`src/rtl/vsi_regs.svh`:
```
// Purpose: Named constants for the voice store serial slave.
// Assumes: Included by bare name from the design files.
// Notes: The device id value is arbitrary.
`ifndef VSI_REGS_SVH
`define VSI_REGS_SVH
`define VSI_ADDR_FIXED 5'h10
`define VSI_BITS 4'h8
`define VSI_FN_STOP 3'h0
`define VSI_FN_PLAY 3'h5
`define VSI_FN_REC 3'h2
`define VSI_FN_DREAD 3'h4
`define VSI_FN_DWRITE 3'h1
`define VSI_RG_ADDR 3'h1
`define VSI_RG_CFG0 3'h2
`define VSI_RG_CFG1 3'h3
`define VSI_BLOCK_STEP 5'h01
`define VSI_GROUP_STEP 5'h04
`define VSI_LAST_GROUP 3'h7
`define VSI_LO_ZERO 5'h00
`define VSI_LAST_BYTE 3'h7
`define VSI_DEV_ID 4'h5
`define VSI_CFG_RESET 16'h0000
`define VSI_IDX_LAST 2'h3
`define VSI_IDX_HI 2'h1
`define VSI_IDX_LO 2'h2
`endif

```
`src/rtl/vsi_pkg.sv`:
```
// Purpose: Types shared by the voice store serial slave.
// Assumes: Nothing beyond the header of constants.
// Notes: State codes are left to the tools.
package vsi_pkg;
  typedef enum logic [3:0] {
    ST_IDLE, ST_ADDR, ST_ADDR_ACK, ST_RX, ST_RX_ACK, ST_STRETCH,
    ST_LOAD, ST_TX, ST_TX_ACK, ST_TX_ACKD, ST_SKIP
  } vsi_state_t;
  typedef enum logic [1:0] {
    TX_STATUS, TX_ADDR_HI, TX_ADDR_LO
  } vsi_txk_t;
endpackage

```
`src/rtl/vsi_buf_if.sv`:
```
// Purpose: Carrier between the serial core and the block buffers.
// Assumes: One clock for both ends.
// Notes: Byte side faces the bus, word side faces the array.
`timescale 1ns/1ps
interface vsi_buf_if;
  logic wr_mode;
  logic flush;
  logic byte_in_valid;
  logic [7:0] byte_in;
  logic byte_in_ready;
  logic [7:0] byte_out;
  logic byte_out_valid;
  logic byte_take;
  logic word_valid;
  logic [63:0] word;
  logic word_ready;
  logic word_in_valid;
  logic [63:0] word_in;
  logic word_in_ready;
  modport core (
    output wr_mode, flush, byte_in_valid, byte_in, byte_take,
    output word_ready, word_in_valid, word_in,
    input byte_in_ready, byte_out, byte_out_valid,
    input word_valid, word, word_in_ready
  );
  modport store (
    input wr_mode, flush, byte_in_valid, byte_in, byte_take,
    input word_ready, word_in_valid, word_in,
    output byte_in_ready, byte_out, byte_out_valid,
    output word_valid, word, word_in_ready
  );
endinterface

```
`src/rtl/vsi_pin_sync.sv`:
```
// Purpose: Three-stage synchroniser for pins from outside the clock.
// Assumes: Pins idle high.
// Notes: A change counts once the second and third stages agree.
`timescale 1ns/1ps
module vsi_pin_sync #(
  parameter int W = 1
) (
  // Clock and reset
  input wire logic clk,
  input wire logic srst,
  // Pins in, clean levels out
  input wire logic [W-1:0] d,
  output logic [W-1:0] q
);
  logic [W-1:0] s1;
  logic [W-1:0] s2;
  logic [W-1:0] s3;

  always_ff @(posedge clk) begin
    if (srst) begin
      s1 <= '1;
      s2 <= '1;
      s3 <= '1;
      q <= '1;
    end else begin
      s1 <= d;
      s2 <= s1;
      s3 <= s2;
      q <= (s2 & s3) | (q & (s2 ^ s3));
    end
  end
endmodule

```
`src/rtl/vsi_dbuf.sv`:
```
// Purpose: Two alternating 64-bit block buffers.
// Assumes: The core never fills and drains the same buffer at once.
// Notes: Serial side fills or drains one buffer while the other meets the array.
`timescale 1ns/1ps
`include "vsi_regs.svh"
module vsi_dbuf (
  // Clock and reset
  input wire logic clk,
  input wire logic srst,
  // Buffer carrier
  vsi_buf_if.store b
);
  logic [63:0] mem [2];
  logic [1:0] full;
  logic fsel;
  logic dsel;
  logic [2:0] fcnt;
  logic [2:0] dcnt;
  logic push_b;
  logic pull_w;
  logic load_w;
  logic take_b;

  assign b.byte_in_ready = b.wr_mode & ~full[fsel];
  assign b.word_valid = b.wr_mode & full[dsel];
  assign b.word = mem[dsel];
  assign b.word_in_ready = ~b.wr_mode & ~full[fsel];
  assign b.byte_out_valid = ~b.wr_mode & full[dsel];
  assign b.byte_out = mem[dsel][63:56];
  assign push_b = b.byte_in_valid & b.byte_in_ready;
  assign pull_w = b.word_valid & b.word_ready;
  assign load_w = b.word_in_valid & b.word_in_ready;
  assign take_b = b.byte_take & b.byte_out_valid;

  always_ff @(posedge clk) begin
    if (srst || b.flush) begin
      full <= 2'h0;
      fsel <= 1'b0;
      dsel <= 1'b0;
      fcnt <= 3'h0;
      dcnt <= 3'h0;
    end else begin
      if (push_b) begin
        fcnt <= fcnt + 3'h1;
        if (fcnt == `VSI_LAST_BYTE) begin
          full[fsel] <= 1'b1;
          fsel <= ~fsel;
        end
      end
      if (load_w) begin
        full[fsel] <= 1'b1;
        fsel <= ~fsel;
      end
      if (pull_w) begin
        full[dsel] <= 1'b0;
        dsel <= ~dsel;
      end
      if (take_b) begin
        dcnt <= dcnt + 3'h1;
        if (dcnt == `VSI_LAST_BYTE) begin
          full[dsel] <= 1'b0;
          dsel <= ~dsel;
        end
      end
    end
  end

  always_ff @(posedge clk) begin
    if (push_b) begin
      mem[fsel] <= {mem[fsel][55:0], b.byte_in};
    end else if (load_w) begin
      mem[fsel] <= b.word_in;
    end
    if (take_b) begin
      mem[dsel] <= {mem[dsel][55:0], 8'h00};
    end
  end
endmodule

```
`src/rtl/vsi_i2c_slave.sv`:
```
// Purpose: Two-wire slave and storage sequencer of a voice recorder.
// Assumes: Array, analog timebase and marker store sit outside.
// Notes: Open-drain pins drive low while their enable is high.
// Operation
// - Address 10000 plus two select pins.
// - First byte is address and direction.
// - Status read needs no command byte.
// - Read returns status, address high, address low; in digital read it returns buffer bytes.
// - Low address byte shows bits 4:0 zero.
// - STOP after status abandons address bytes.
// - Pages of 2048 bits, 11-bit page.
// - Digital page is thirty-two 64-bit blocks.
// - Write opcode fixes page content type.
// - Eight marker positions, every four blocks.
// - Stop finishes group of four blocks at the next group tick, then sets marker.
// - Playback marker raises the interrupt.
// - Recording starts on page boundary, or on the block of an address loaded with it.
// - Two alternating 64-bit write buffers.
// - Ack every byte, stretch clock when full.
// - Reads go through two 64-bit buffers.
// - Two 16-bit configuration registers.
// - Interrupt low until status read.
// - Row strobe low before page end.
`timescale 1ns/1ps
`include "vsi_regs.svh"
module vsi_i2c_slave #(
  parameter int PAGES = 2048
) (
  // Clock and reset
  input wire logic clk,
  input wire logic srst,
  // Serial bus pins
  input wire logic scl_in,
  output logic scl_out,
  output logic scl_oe,
  input wire logic sda_in,
  output logic sda_out,
  output logic sda_oe,
  // Address select straps
  input wire logic addr_select_high_pin,
  input wire logic addr_select_low_pin,
  // Status pins
  output logic int_out,
  output logic int_oe,
  output logic row_boundary_strobe_out,
  output logic row_boundary_strobe_oe,
  // Array port
  output logic [15:0] arr_addr,
  output logic arr_wr_valid,
  output logic [63:0] arr_wr_data,
  input wire logic arr_wr_ready,
  output logic arr_page_digital,
  output logic arr_rd_req,
  input wire logic arr_rd_valid,
  input wire logic [63:0] arr_rd_data,
  output logic arr_eom_mark,
  // Analog timebase
  input wire logic group_tick,
  input wire logic eom_bit_in,
  output logic analog_record,
  output logic analog_play,
  // Configuration
  output logic [15:0] cfg0,
  output logic [15:0] cfg1
);
  localparam logic [11:0] PAGE_LIMIT = 12'(PAGES);

  vsi_pkg::vsi_state_t state;
  vsi_pkg::vsi_txk_t txk;
  vsi_buf_if bif ();
  logic [3:0] pins_q;
  logic scl;
  logic sda;
  logic scl_p;
  logic sda_p;
  logic scl_rise;
  logic scl_fall;
  logic start_c;
  logic stop_c;
  logic [7:0] shreg;
  logic [3:0] bitcnt;
  logic rw;
  logic [1:0] byte_idx;
  logic [7:0] cmd;
  logic [7:0] tmp_hi;
  logic [15:0] addr;
  logic zero_q;
  logic ovf;
  logic eom_hit;
  logic stop_pend;
  logic dig_wr;
  logic dig_rd;
  logic rx_fire;
  logic [7:0] op;
  logic exec;
  logic addr_load;
  logic cfg_load;
  logic stat_rd;
  logic [7:0] tx_byte;
  logic wr_go;
  logic rd_go;
  logic tick_run;
  logic [16:0] next_addr;
  logic addr_match;

  // Page and block step with range check past the last page.
  function automatic logic [16:0] vsi_step(
    input logic [15:0] a,
    input logic [4:0] inc
  );
    logic [5:0] b;
    logic [11:0] p;
    b = {1'b0, a[4:0]} + {1'b0, inc};
    p = {1'b0, a[15:5]} + {11'h000, b[5]};
    vsi_step = {(p >= PAGE_LIMIT), p[10:0], b[4:0]};
  endfunction

  vsi_pin_sync #(.W(4)) u_sync (
    .clk(clk),
    .srst(srst),
    .d({scl_in, sda_in, addr_select_high_pin, addr_select_low_pin}),
    .q(pins_q)
  );

  vsi_dbuf u_buf (
    .clk(clk),
    .srst(srst),
    .b(bif)
  );

  assign scl = pins_q[3];
  assign sda = pins_q[2];
  assign scl_rise = scl & ~scl_p;
  assign scl_fall = ~scl & scl_p;
  assign start_c = scl & scl_p & sda_p & ~sda;
  assign stop_c = scl & scl_p & ~sda_p & sda;

  assign addr_match = (shreg[7:3] == `VSI_ADDR_FIXED)
    && (shreg[2:1] == pins_q[1:0]);
  assign rx_fire = (state == vsi_pkg::ST_RX) && scl_fall
    && (bitcnt == `VSI_BITS);
  assign op = (byte_idx == 2'h0) ? shreg : cmd;
  assign exec = rx_fire && (((byte_idx == 2'h0)
    && (shreg[2:0] != `VSI_RG_ADDR))
    || ((byte_idx == `VSI_IDX_LO) && (cmd[2:0] == `VSI_RG_ADDR)));
  assign addr_load = rx_fire && (byte_idx == `VSI_IDX_LO)
    && (cmd[2:0] == `VSI_RG_ADDR);
  assign cfg_load = rx_fire && (byte_idx == `VSI_IDX_LO)
    && ((cmd[2:0] == `VSI_RG_CFG0) || (cmd[2:0] == `VSI_RG_CFG1));
  assign stat_rd = (state == vsi_pkg::ST_LOAD) && ~dig_rd
    && (txk == vsi_pkg::TX_STATUS);

  always_comb begin
    unique case (txk)
      vsi_pkg::TX_STATUS:
        tx_byte = {eom_hit, ovf, analog_record | analog_play,
          dig_wr | dig_rd, `VSI_DEV_ID};
      vsi_pkg::TX_ADDR_HI: tx_byte = addr[15:8];
      vsi_pkg::TX_ADDR_LO: tx_byte = {addr[7:5], `VSI_LO_ZERO};
      default: tx_byte = 8'h00;
    endcase
  end

  assign bif.wr_mode = dig_wr;
  assign bif.flush = exec && op[6];
  assign bif.byte_in = shreg;
  assign bif.byte_in_valid = rx_fire && dig_wr
    && (byte_idx == `VSI_IDX_LAST || cmd[2:0] != `VSI_RG_ADDR)
    && (byte_idx != 2'h0);
  assign bif.byte_take = (state == vsi_pkg::ST_LOAD) && dig_rd
    && bif.byte_out_valid;
  assign wr_go = bif.word_valid && ~arr_wr_valid && ~ovf;
  // A buffer stays full until the array takes its word, so stalls stretch.
  assign bif.word_ready = arr_wr_valid && arr_wr_ready;
  assign rd_go = dig_rd && bif.word_in_ready && ~arr_rd_req && ~ovf;
  assign bif.word_in_valid = arr_rd_valid;
  assign bif.word_in = arr_rd_data;
  assign tick_run = group_tick && (analog_record || analog_play);
  assign next_addr = vsi_step(addr,
    tick_run ? `VSI_GROUP_STEP : `VSI_BLOCK_STEP);

  always_ff @(posedge clk) begin
    if (srst) begin
      scl_p <= 1'b1;
      sda_p <= 1'b1;
      zero_q <= 1'b0;
    end else begin
      scl_p <= scl;
      sda_p <= sda;
      zero_q <= 1'b0;
    end
  end

  assign scl_out = zero_q;
  assign sda_out = zero_q;
  assign int_out = zero_q;
  assign row_boundary_strobe_out = zero_q;

  always_ff @(posedge clk) begin
    if (srst) begin
      state <= vsi_pkg::ST_IDLE;
      txk <= vsi_pkg::TX_STATUS;
      shreg <= 8'h00;
      bitcnt <= 4'h0;
      rw <= 1'b0;
      byte_idx <= 2'h0;
      sda_oe <= 1'b0;
      scl_oe <= 1'b0;
    end else if (start_c) begin
      state <= vsi_pkg::ST_ADDR;
      bitcnt <= 4'h0;
      byte_idx <= 2'h0;
      sda_oe <= 1'b0;
      scl_oe <= 1'b0;
    end else if (stop_c) begin
      state <= vsi_pkg::ST_IDLE;
      sda_oe <= 1'b0;
      scl_oe <= 1'b0;
    end else begin
      unique case (state)
        vsi_pkg::ST_IDLE, vsi_pkg::ST_SKIP: begin
          sda_oe <= 1'b0;
        end
        vsi_pkg::ST_ADDR: begin
          if (scl_rise) begin
            shreg <= {shreg[6:0], sda};
            bitcnt <= bitcnt + 4'h1;
          end else if (scl_fall && bitcnt == `VSI_BITS) begin
            rw <= shreg[0];
            sda_oe <= addr_match;
            state <= addr_match ? vsi_pkg::ST_ADDR_ACK
              : vsi_pkg::ST_IDLE;
          end
        end
        vsi_pkg::ST_ADDR_ACK: begin
          if (scl_fall) begin
            bitcnt <= 4'h0;
            txk <= vsi_pkg::TX_STATUS;
            sda_oe <= 1'b0;
            state <= rw ? vsi_pkg::ST_LOAD : vsi_pkg::ST_RX;
          end
        end
        vsi_pkg::ST_RX: begin
          if (scl_rise) begin
            shreg <= {shreg[6:0], sda};
            bitcnt <= bitcnt + 4'h1;
          end else if (rx_fire) begin
            sda_oe <= 1'b1;
            state <= vsi_pkg::ST_RX_ACK;
            if (byte_idx != `VSI_IDX_LAST) begin
              byte_idx <= byte_idx + 2'h1;
            end
          end
        end
        vsi_pkg::ST_RX_ACK: begin
          if (scl_fall) begin
            sda_oe <= 1'b0;
            bitcnt <= 4'h0;
            if (dig_wr && ~bif.byte_in_ready) begin
              scl_oe <= 1'b1;
              state <= vsi_pkg::ST_STRETCH;
            end else begin
              state <= vsi_pkg::ST_RX;
            end
          end
        end
        vsi_pkg::ST_STRETCH: begin
          if (bif.byte_in_ready) begin
            scl_oe <= 1'b0;
            state <= vsi_pkg::ST_RX;
          end
        end
        vsi_pkg::ST_LOAD: begin
          bitcnt <= 4'h0;
          if (~dig_rd) begin
            shreg <= tx_byte;
            sda_oe <= ~tx_byte[7];
            scl_oe <= 1'b0;
            state <= vsi_pkg::ST_TX;
            txk <= (txk == vsi_pkg::TX_ADDR_LO) ? vsi_pkg::TX_STATUS
              : vsi_pkg::vsi_txk_t'(txk + 2'h1);
          end else if (bif.byte_out_valid) begin
            shreg <= bif.byte_out;
            sda_oe <= ~bif.byte_out[7];
            scl_oe <= 1'b0;
            state <= vsi_pkg::ST_TX;
          end else begin
            scl_oe <= 1'b1;
          end
        end
        vsi_pkg::ST_TX: begin
          if (scl_rise) begin
            bitcnt <= bitcnt + 4'h1;
          end else if (scl_fall) begin
            if (bitcnt == `VSI_BITS) begin
              sda_oe <= 1'b0;
              state <= vsi_pkg::ST_TX_ACK;
            end else begin
              shreg <= {shreg[6:0], 1'b0};
              sda_oe <= ~shreg[6];
            end
          end
        end
        vsi_pkg::ST_TX_ACK: begin
          if (scl_rise) begin
            state <= sda ? vsi_pkg::ST_SKIP : vsi_pkg::ST_TX_ACKD;
          end
        end
        vsi_pkg::ST_TX_ACKD: begin
          if (scl_fall) begin
            state <= vsi_pkg::ST_LOAD;
          end
        end
        default: begin
          state <= vsi_pkg::ST_IDLE;
        end
      endcase
    end
  end

  always_ff @(posedge clk) begin
    if (srst) begin
      cmd <= 8'h00;
      tmp_hi <= 8'h00;
      cfg0 <= `VSI_CFG_RESET;
      cfg1 <= `VSI_CFG_RESET;
    end else if (rx_fire) begin
      if (byte_idx == 2'h0) begin
        cmd <= shreg;
      end
      if (byte_idx == `VSI_IDX_HI) begin
        tmp_hi <= shreg;
      end
      if (cfg_load && cmd[2:0] == `VSI_RG_CFG0) begin
        cfg0 <= {tmp_hi, shreg};
      end
      if (cfg_load && cmd[2:0] == `VSI_RG_CFG1) begin
        cfg1 <= {tmp_hi, shreg};
      end
    end
  end

  always_ff @(posedge clk) begin
    if (srst) begin
      addr <= 16'h0000;
    end else if (addr_load) begin
      addr <= {tmp_hi, shreg};
    end else if (exec && ~op[6] && op[5:3] == `VSI_FN_REC) begin
      addr[4:0] <= `VSI_LO_ZERO;
    end else if ((tick_run || wr_go || rd_go) && ~next_addr[16]) begin
      addr <= next_addr[15:0];
    end
  end

  always_ff @(posedge clk) begin
    if (srst || ovf) begin
      analog_record <= 1'b0;
      analog_play <= 1'b0;
      stop_pend <= 1'b0;
      dig_wr <= 1'b0;
      dig_rd <= 1'b0;
    end else if (exec) begin
      dig_wr <= op[6] && op[5:3] == `VSI_FN_DWRITE;
      dig_rd <= op[6] && op[5:3] == `VSI_FN_DREAD;
      analog_play <= ~op[6] && op[5:3] == `VSI_FN_PLAY;
      if (~op[6] && op[5:3] == `VSI_FN_REC) begin
        analog_record <= 1'b1;
        stop_pend <= 1'b0;
      end else if (~op[6] && analog_record) begin
        stop_pend <= 1'b1;
      end
    end else if (group_tick) begin
      if (stop_pend) begin
        analog_record <= 1'b0;
        stop_pend <= 1'b0;
      end
      if (analog_play && eom_bit_in) begin
        analog_play <= 1'b0;
      end
    end
  end

  always_ff @(posedge clk) begin
    if (srst) begin
      eom_hit <= 1'b0;
      ovf <= 1'b0;
      int_oe <= 1'b0;
    end else begin
      if (group_tick && analog_play && eom_bit_in) begin
        eom_hit <= 1'b1;
      end else if (stat_rd) begin
        eom_hit <= 1'b0;
      end
      if (((tick_run || wr_go || rd_go) && next_addr[16])
          || (addr_load && {1'b0, tmp_hi, shreg[7:5]} >= PAGE_LIMIT))
      begin
        ovf <= 1'b1;
      end else if (stat_rd) begin
        ovf <= 1'b0;
      end
      int_oe <= eom_hit | ovf;
    end
  end

  always_ff @(posedge clk) begin
    if (srst) begin
      row_boundary_strobe_oe <= 1'b0;
    end else begin
      row_boundary_strobe_oe <= (analog_record || analog_play)
        && (addr[4:2] == `VSI_LAST_GROUP);
    end
  end

  always_ff @(posedge clk) begin
    if (srst) begin
      arr_addr <= 16'h0000;
      arr_wr_valid <= 1'b0;
      arr_wr_data <= 64'h0;
      arr_page_digital <= 1'b0;
      arr_rd_req <= 1'b0;
      arr_eom_mark <= 1'b0;
    end else begin
      arr_eom_mark <= 1'b0;
      if (analog_record || analog_play) begin
        arr_addr <= addr;
      end
      if (exec && op[5:3] == `VSI_FN_DWRITE && op[6]) begin
        arr_page_digital <= 1'b1;
      end else if (exec && op[5:3] == `VSI_FN_REC && ~op[6]) begin
        arr_page_digital <= 1'b0;
      end
      if (arr_wr_valid && arr_wr_ready) begin
        arr_wr_valid <= 1'b0;
      end else if (wr_go) begin
        arr_wr_valid <= 1'b1;
        arr_wr_data <= bif.word;
        arr_addr <= addr;
      end
      if (arr_rd_valid) begin
        arr_rd_req <= 1'b0;
      end else if (rd_go) begin
        arr_rd_req <= 1'b1;
        arr_addr <= addr;
      end
      if (group_tick && stop_pend && analog_record) begin
        arr_eom_mark <= 1'b1;
        arr_addr <= addr;
      end
    end
  end
endmodule

```
`config.mk`:
```
export PLATFORM = sky130hd
export DESIGN_NAME = vsi_i2c_slave
export DESIGN_NICKNAME = d
export VERILOG_FILES = /design/src/rtl/vsi_pkg.sv /design/src/rtl/vsi_buf_if.sv /design/src/rtl/vsi_pin_sync.sv /design/src/rtl/vsi_dbuf.sv /design/src/rtl/vsi_i2c_slave.sv
export VERILOG_INCLUDE_DIRS = /design/src /design/src/rtl
export SDC_FILE = /design/constraint.sdc
export NUM_CORES = 1
export LEC_CHECK = 0
export ABC_AREA = 1
export ABC_CLOCK_PERIOD_IN_PS = 5500
export BUFFER_PORTS_ARGS = -buffer_cell sky130_fd_sc_hd__buf_2
export CELL_PAD_IN_SITES_DETAIL_PLACEMENT = 0
export CELL_PAD_IN_SITES_GLOBAL_PLACEMENT = 2
export CORE_MARGIN = 4
export CORE_UTILIZATION = 39
export CTS_BUF_LIST = sky130_fd_sc_hd__clkbuf_8
export DETAILED_ROUTE_END_ITERATION = 16
export PLACE_DENSITY_LB_ADDON = 0.1
export SYNTH_ARGS = -nofsm -noshare
export SYNTH_HDL_FRONTEND = slang
export SYNTH_SLANG_ARGS = --single-unit
```
`constraint.sdc`:
```
create_clock -name clk -period 5.5 [get_ports clk]
set_input_delay 0 -clock clk [delete_from_list [all_inputs] [get_ports clk]]
set_output_delay 0 -clock clk [all_outputs]
set_load 0.1 [all_outputs]
```
### Yosys cells after proc, flatten, opt, wreduce, memory -nomap -nowiden

Memory sizes are Yosys's and may differ from the RTL's. A register that Yosys moved wholly into a read port is not among the register bits.
Cells that the tools add are included.

* bitwise operators: 51
* order comparisons: 5
* multiplexer cells: 116
* reduce and logical (&&, ||, !) cells: 103
* equality and inequality tests: 67
* $add $sub $neg: 7

Operators by type and width (number)
* 2-to-1 mux 16 bit: 8
* 2-to-1 mux 4 bit: 16
* 2-to-1 mux 64 bit: 1
* 2-to-1 mux 1 bit: 56
* logical AND 1 bit: 49
* 2-to-1 mux 8 bit: 6
* != test 4 bit, second input constant: 12
* one-hot mux 8 bit (3 select lines): 2
* one-hot mux 4 bit (10 select lines): 1
* != test 2 bit, second input constant: 17
* 2-to-1 mux 2 bit: 14
* AND reduction 14 bit: 2
* inverter 1 bit: 23
* nonzero test 2 bit: 11
* AND reduction 2 bit: 9
* == test 4 x 3 -> 1 bit, second input constant: 4
* == test 4 bit, second input constant: 4
* bitwise AND 1 bit: 15
* == test 3 bit, second input constant: 5
* AND reduction 5 bit: 3
* adder 11 x 1 -> 12 bit: 1
* >= comparator 12 bit, second input constant: 1
* one-hot mux 4 bit (3 select lines): 1
* nonzero test 3 bit: 4
* 43 further kinds: 84

* logic and storage cells: 392
* register bits after elaboration: 207
* output and inout bits: 126
* RAM bits: 128
* memories kept: 1
* input port bits: 74

Memory list
* u_buf.mem: depth 2, width 64, read ports 2, clocked after memory_dff 2, write ports 2, line vsi_dbuf.sv:13 `logic [63:0] mem [2];`

### Logic depth before layout (Yosys ltp)

* depth after elaboration: 19
* mapped depth: 17
* depth with buffers taken out: 17

### Cells and area by module

Synthesis repeated with hierarchy kept, for this count alone.

* cells, all modules: 2297
* area, all modules: 17181.5 µm²

By module, submodules not included
* vsi_i2c_slave: instances 1, seq. area each 3623.5 µm², area each 8530.7 µm², cells each 1150
* vsi_dbuf: instances 1, seq. area each 3903.7 µm², area each 8149.1 µm², cells each 1102
* vsi_pin_sync: instances 1, seq. area each 320.3 µm², area each 501.7 µm², cells each 45

### Worst setup path after synthesis

Ideal clock, no wire load.

* path type: reg2reg
* start point: reg bitcnt[0]
* end point: mem u_buf.mem[1][10] (enable)
* buffers on the path: 2
* required time: 5085 ps
* arrival: 2705 ps
* clock period less this slack: 3120 ps
* stages on the path, launching flop included: 13
* library setup time: 415 ps
* setup slack: 2380 ps
* cell sequence: dfxtp_1 inv_1 ha_1 nand2_1 nor2_1 nand2_1 nor2_4 nand2_1 nand2_2 nand2_2 buf_6 buf_6 nand2_1

RTL lines
* from (decl): line vsi_i2c_slave.sv:81 `logic [3:0] bitcnt;`
* from (signal assigned): line vsi_i2c_slave.sv:227 `bitcnt <= bitcnt + 4'h1;`
* from (signal assigned): line vsi_i2c_slave.sv:246 `bitcnt <= bitcnt + 4'h1;`
* from (signal assigned): line vsi_i2c_slave.sv:293 `bitcnt <= bitcnt + 4'h1;`
* to (decl): line vsi_dbuf.sv:13

==> metrics.yaml <==
status: "completed"
drt_pass1_iterations: 5
drc: 0
place_ws_ns: 2.02
cts_tree: "yes"
yosysWarnings: 0
grt_pass1_vias: 14800
cp_max_fo: 62
initial_utilization_pct: 39.5
final-setup-viol-count: 0
vias_per_cell: 5.12
antenna_found_initial: 0
fillers: 4288
syn_inst: 2071
final_layout_size_suffix_gt1_share_pct: 17.6
antenna_left: 0
p_leak_nw: 8.66
dieArea_sq_um: 46000
die_y_microns: 214
worstHoldPathType: "in2reg"
cap_violations: 0
path_clk_slew_ns: 0.06
die_x_microns: 214
rsz0062_at_grt: "false"
insertion_delay_ns: 0.67
final_nets: 2390
synth_area_sq_um: 16600
core_area_sq_um: 42000
finClkSkew_ns: 0.0353
layoutNonFillerInstCount: 2888
worst_ep_required_time_ns: 5.88
design_area_sq_um: 19800
cp.arrival_ns: 3.86
cts_buffer_depth: 3
dp_cells: 2698
grt_max_degree: 108
power_density_nw_per_um2: 334
hpwlAfterDp_mm: 36.1
whs_path_depth: 3
setup_slack_ns: 2.02
place.gp.congestion: 0.897
hold_path_startpoint: "sda_in"
drtIter0Drc: 1146
whs_ns: 0.0765
diodes: 0
cp-end-kind: "register"
r2r_start: "bitcnt[0]"
yosysSeqAreaShare_pct: 47.2
fmax_ghz: 0.287
grt_pass1_wl_mm: 84.0
portBuffers: 195
syn2layout_area_growth_pct: 19.4
path_class: "reg2reg"
dpl-instance-area_sq_um: 17800
finalMaxSlewViolations: 0
avgSynthCellArea_sq_um: 8.02
min_period_ns: 3.48
hold_end: "u_sync.s1[2]"
cp-start-kind: "register"
multiInputGateArea_sq_um: 7250
row_count: 75
slew-limit-headroom_pct: 28.5
post-cts-setup-buffers: 0
post-route-period-util_pct: 63.2
dr_total_vias: 14800
overflow: 0
cts_buffers: 60
grt_usage_pct: 22.8
clockRootBuffer: "clkbuf_8"
h-tree-depth: 2
tightestPinTransition_ns: 1.07
io_pins: 200
peakVddDrop_uv: 176
r2r_slack_ns: 2.02
cts_sinks: 336
ys_seq_elements: 336
r2r_end: "u_buf.mem[0][56]"
ys_types: 52
reg2reg_depth: 12
hold_violations: 0
wl_mm: 53.9
regArea_sq_um: 7850
routedWlPerCell_microns: 18.7
fin_util_pct: 47.2
total_power_mw: 6.62
fin_setup_tns_ns: 0
[sequential cells by signal, summed over array words and instances (netlist names), 7 cells and up, named ones only]
register     flops
arr_addr        16
u_buf.mem      128
tmp_hi           8
addr            16
bif.byte_in      8
cfg0            16
cmd              7
cfg1            16
arr_wr_data     64
[per-layer routing]
metal | global-route usage, % | share of wire [%] | vias up
met5 | 0 | 0 | -
met4 | 8.56 | 3.2 | 0
met3 | 3.49 | 5.0 | 105
met2 | 39.5 | 49 | 419
met1 | 28.7 | 43 | 6871
li1 | - | - | 7401
[area by class of cell]
class	instances	share of cell area, %
timing repair buffer	288	9.52
tap	539	3.40
sequential	336	39.6
clock inverter	37	0.978
inverter	243	4.62
multi-input combinational	1368	36.5
clock buffer	77	5.34
[worst max path at each step]
stage / startpoint / to / slack [ns] / cells past startpoint
final: bitcnt[0] / u_buf.mem[0][56] / 2.02 / 12
after global routing: bitcnt[0] / u_buf.mem[0][56] / 1.71 / 12
after CTS: bitcnt[0] / u_buf.mem[0][19] / 2.00 / 12
after detailed placement: bitcnt[0] / u_buf.mem[0][58] / 2.02 / 12
after global placement: bitcnt[0] / u_buf.mem[0][43] / 2.05 / 12
after floorplan: bitcnt[0] / u_buf.mem[1][10] / 2.38 / 12
[critical path, cell delays in order (launching register included)]
cell     delay, ns
dfxtp_1       0.38
inv_1         0.06
ha_1          0.21
nand2_1       0.07
nor2_1        0.04
nand2_1       0.14
nor2_4        0.10
nand2_1       0.20
nand2_2       0.40
nand2_4       0.14
buf_4         0.62
nand2_2       0.45
buf_12        0.32
[logic make-up (layout without fill, tap and decap cells)]
logic type | after synthesis | count (layout) | share of synthesized area [%]
AND/OR/NAND/NOR | 774 | 774 | 20.2
AO/OA/AOI/OAI | 520 | 520 | 18.7
buffers and inverters | 370 | 645 | 9.33
flip-flops | 336 | 336 | 47.2
multiplexers | 36 | 36 | 2.28
adder cells (fa/ha/maj) | 19 | 19 | 1.43
XOR/XNOR | 15 | 15 | 0.791
other | 1 | 4 | 0.0226
[report_power, final]
part           internal [mW]  switching [mW]
Sequential              2.77           0.208
Clock                   1.31            1.10
Combinational          0.411           0.822
[cell usage in the layout, fill, tap and decap left out, types with 12 or more instances in the layout]
cell type	n
o21ai_0	178
o22ai_1	66
mux2i_1	21
clkinv_2	12
or2_2	13
inv_2	12
nor2_1	193
dlygate4sd3_1	76
a211oi_1	38
nand2_1	411
xor2_1	12
inv_1	248
clkbuf_8	77
mux2_2	15
buf_4	15
buf_2	195
a21oi_1	159
nand3_1	86
o22ai_2	29
o211ai_1	25
ha_1	19
edfxtp_1	112
dfxtp_1	223
nand4_1	19
[synthesized netlist by cell type, drive strengths merged]
cell       n  area [sq um]
a21boi     4          30.0
o221ai     1          8.76
o22ai     95           776
nand4     22           174
clkinv     1          5.00
buf       71           424
inv      242           911
nor3      12          71.3
a22oi      4          30.0
or2       15          93.8
a211oi    38           285
dfxtp    224          4480
nor3b      1          7.51
nand3b     3          26.3
nor2     203           840
conb       1          3.75
o21ai    188           941
o2111ai    1          8.76
nand3     88           458
nor4       1          6.26
mux2      15           169
a31oi      2          12.5
nand2    429          1690
xnor2      3          26.3
a21oi    161           813
o311a      1          10.0
edfxtp   112          3360
xor2      12           105
clkbuf    56           210
mux2i     21           210
ha        19           238
o211ai    25           188
[timing repair]
item                      4_1_cts  5_1_grt
hold endpoints to repair      179        0
hold buffers                   76        0
gates resized for setup         0        0
No activity file was read; power rests on OpenSTA's default activity.
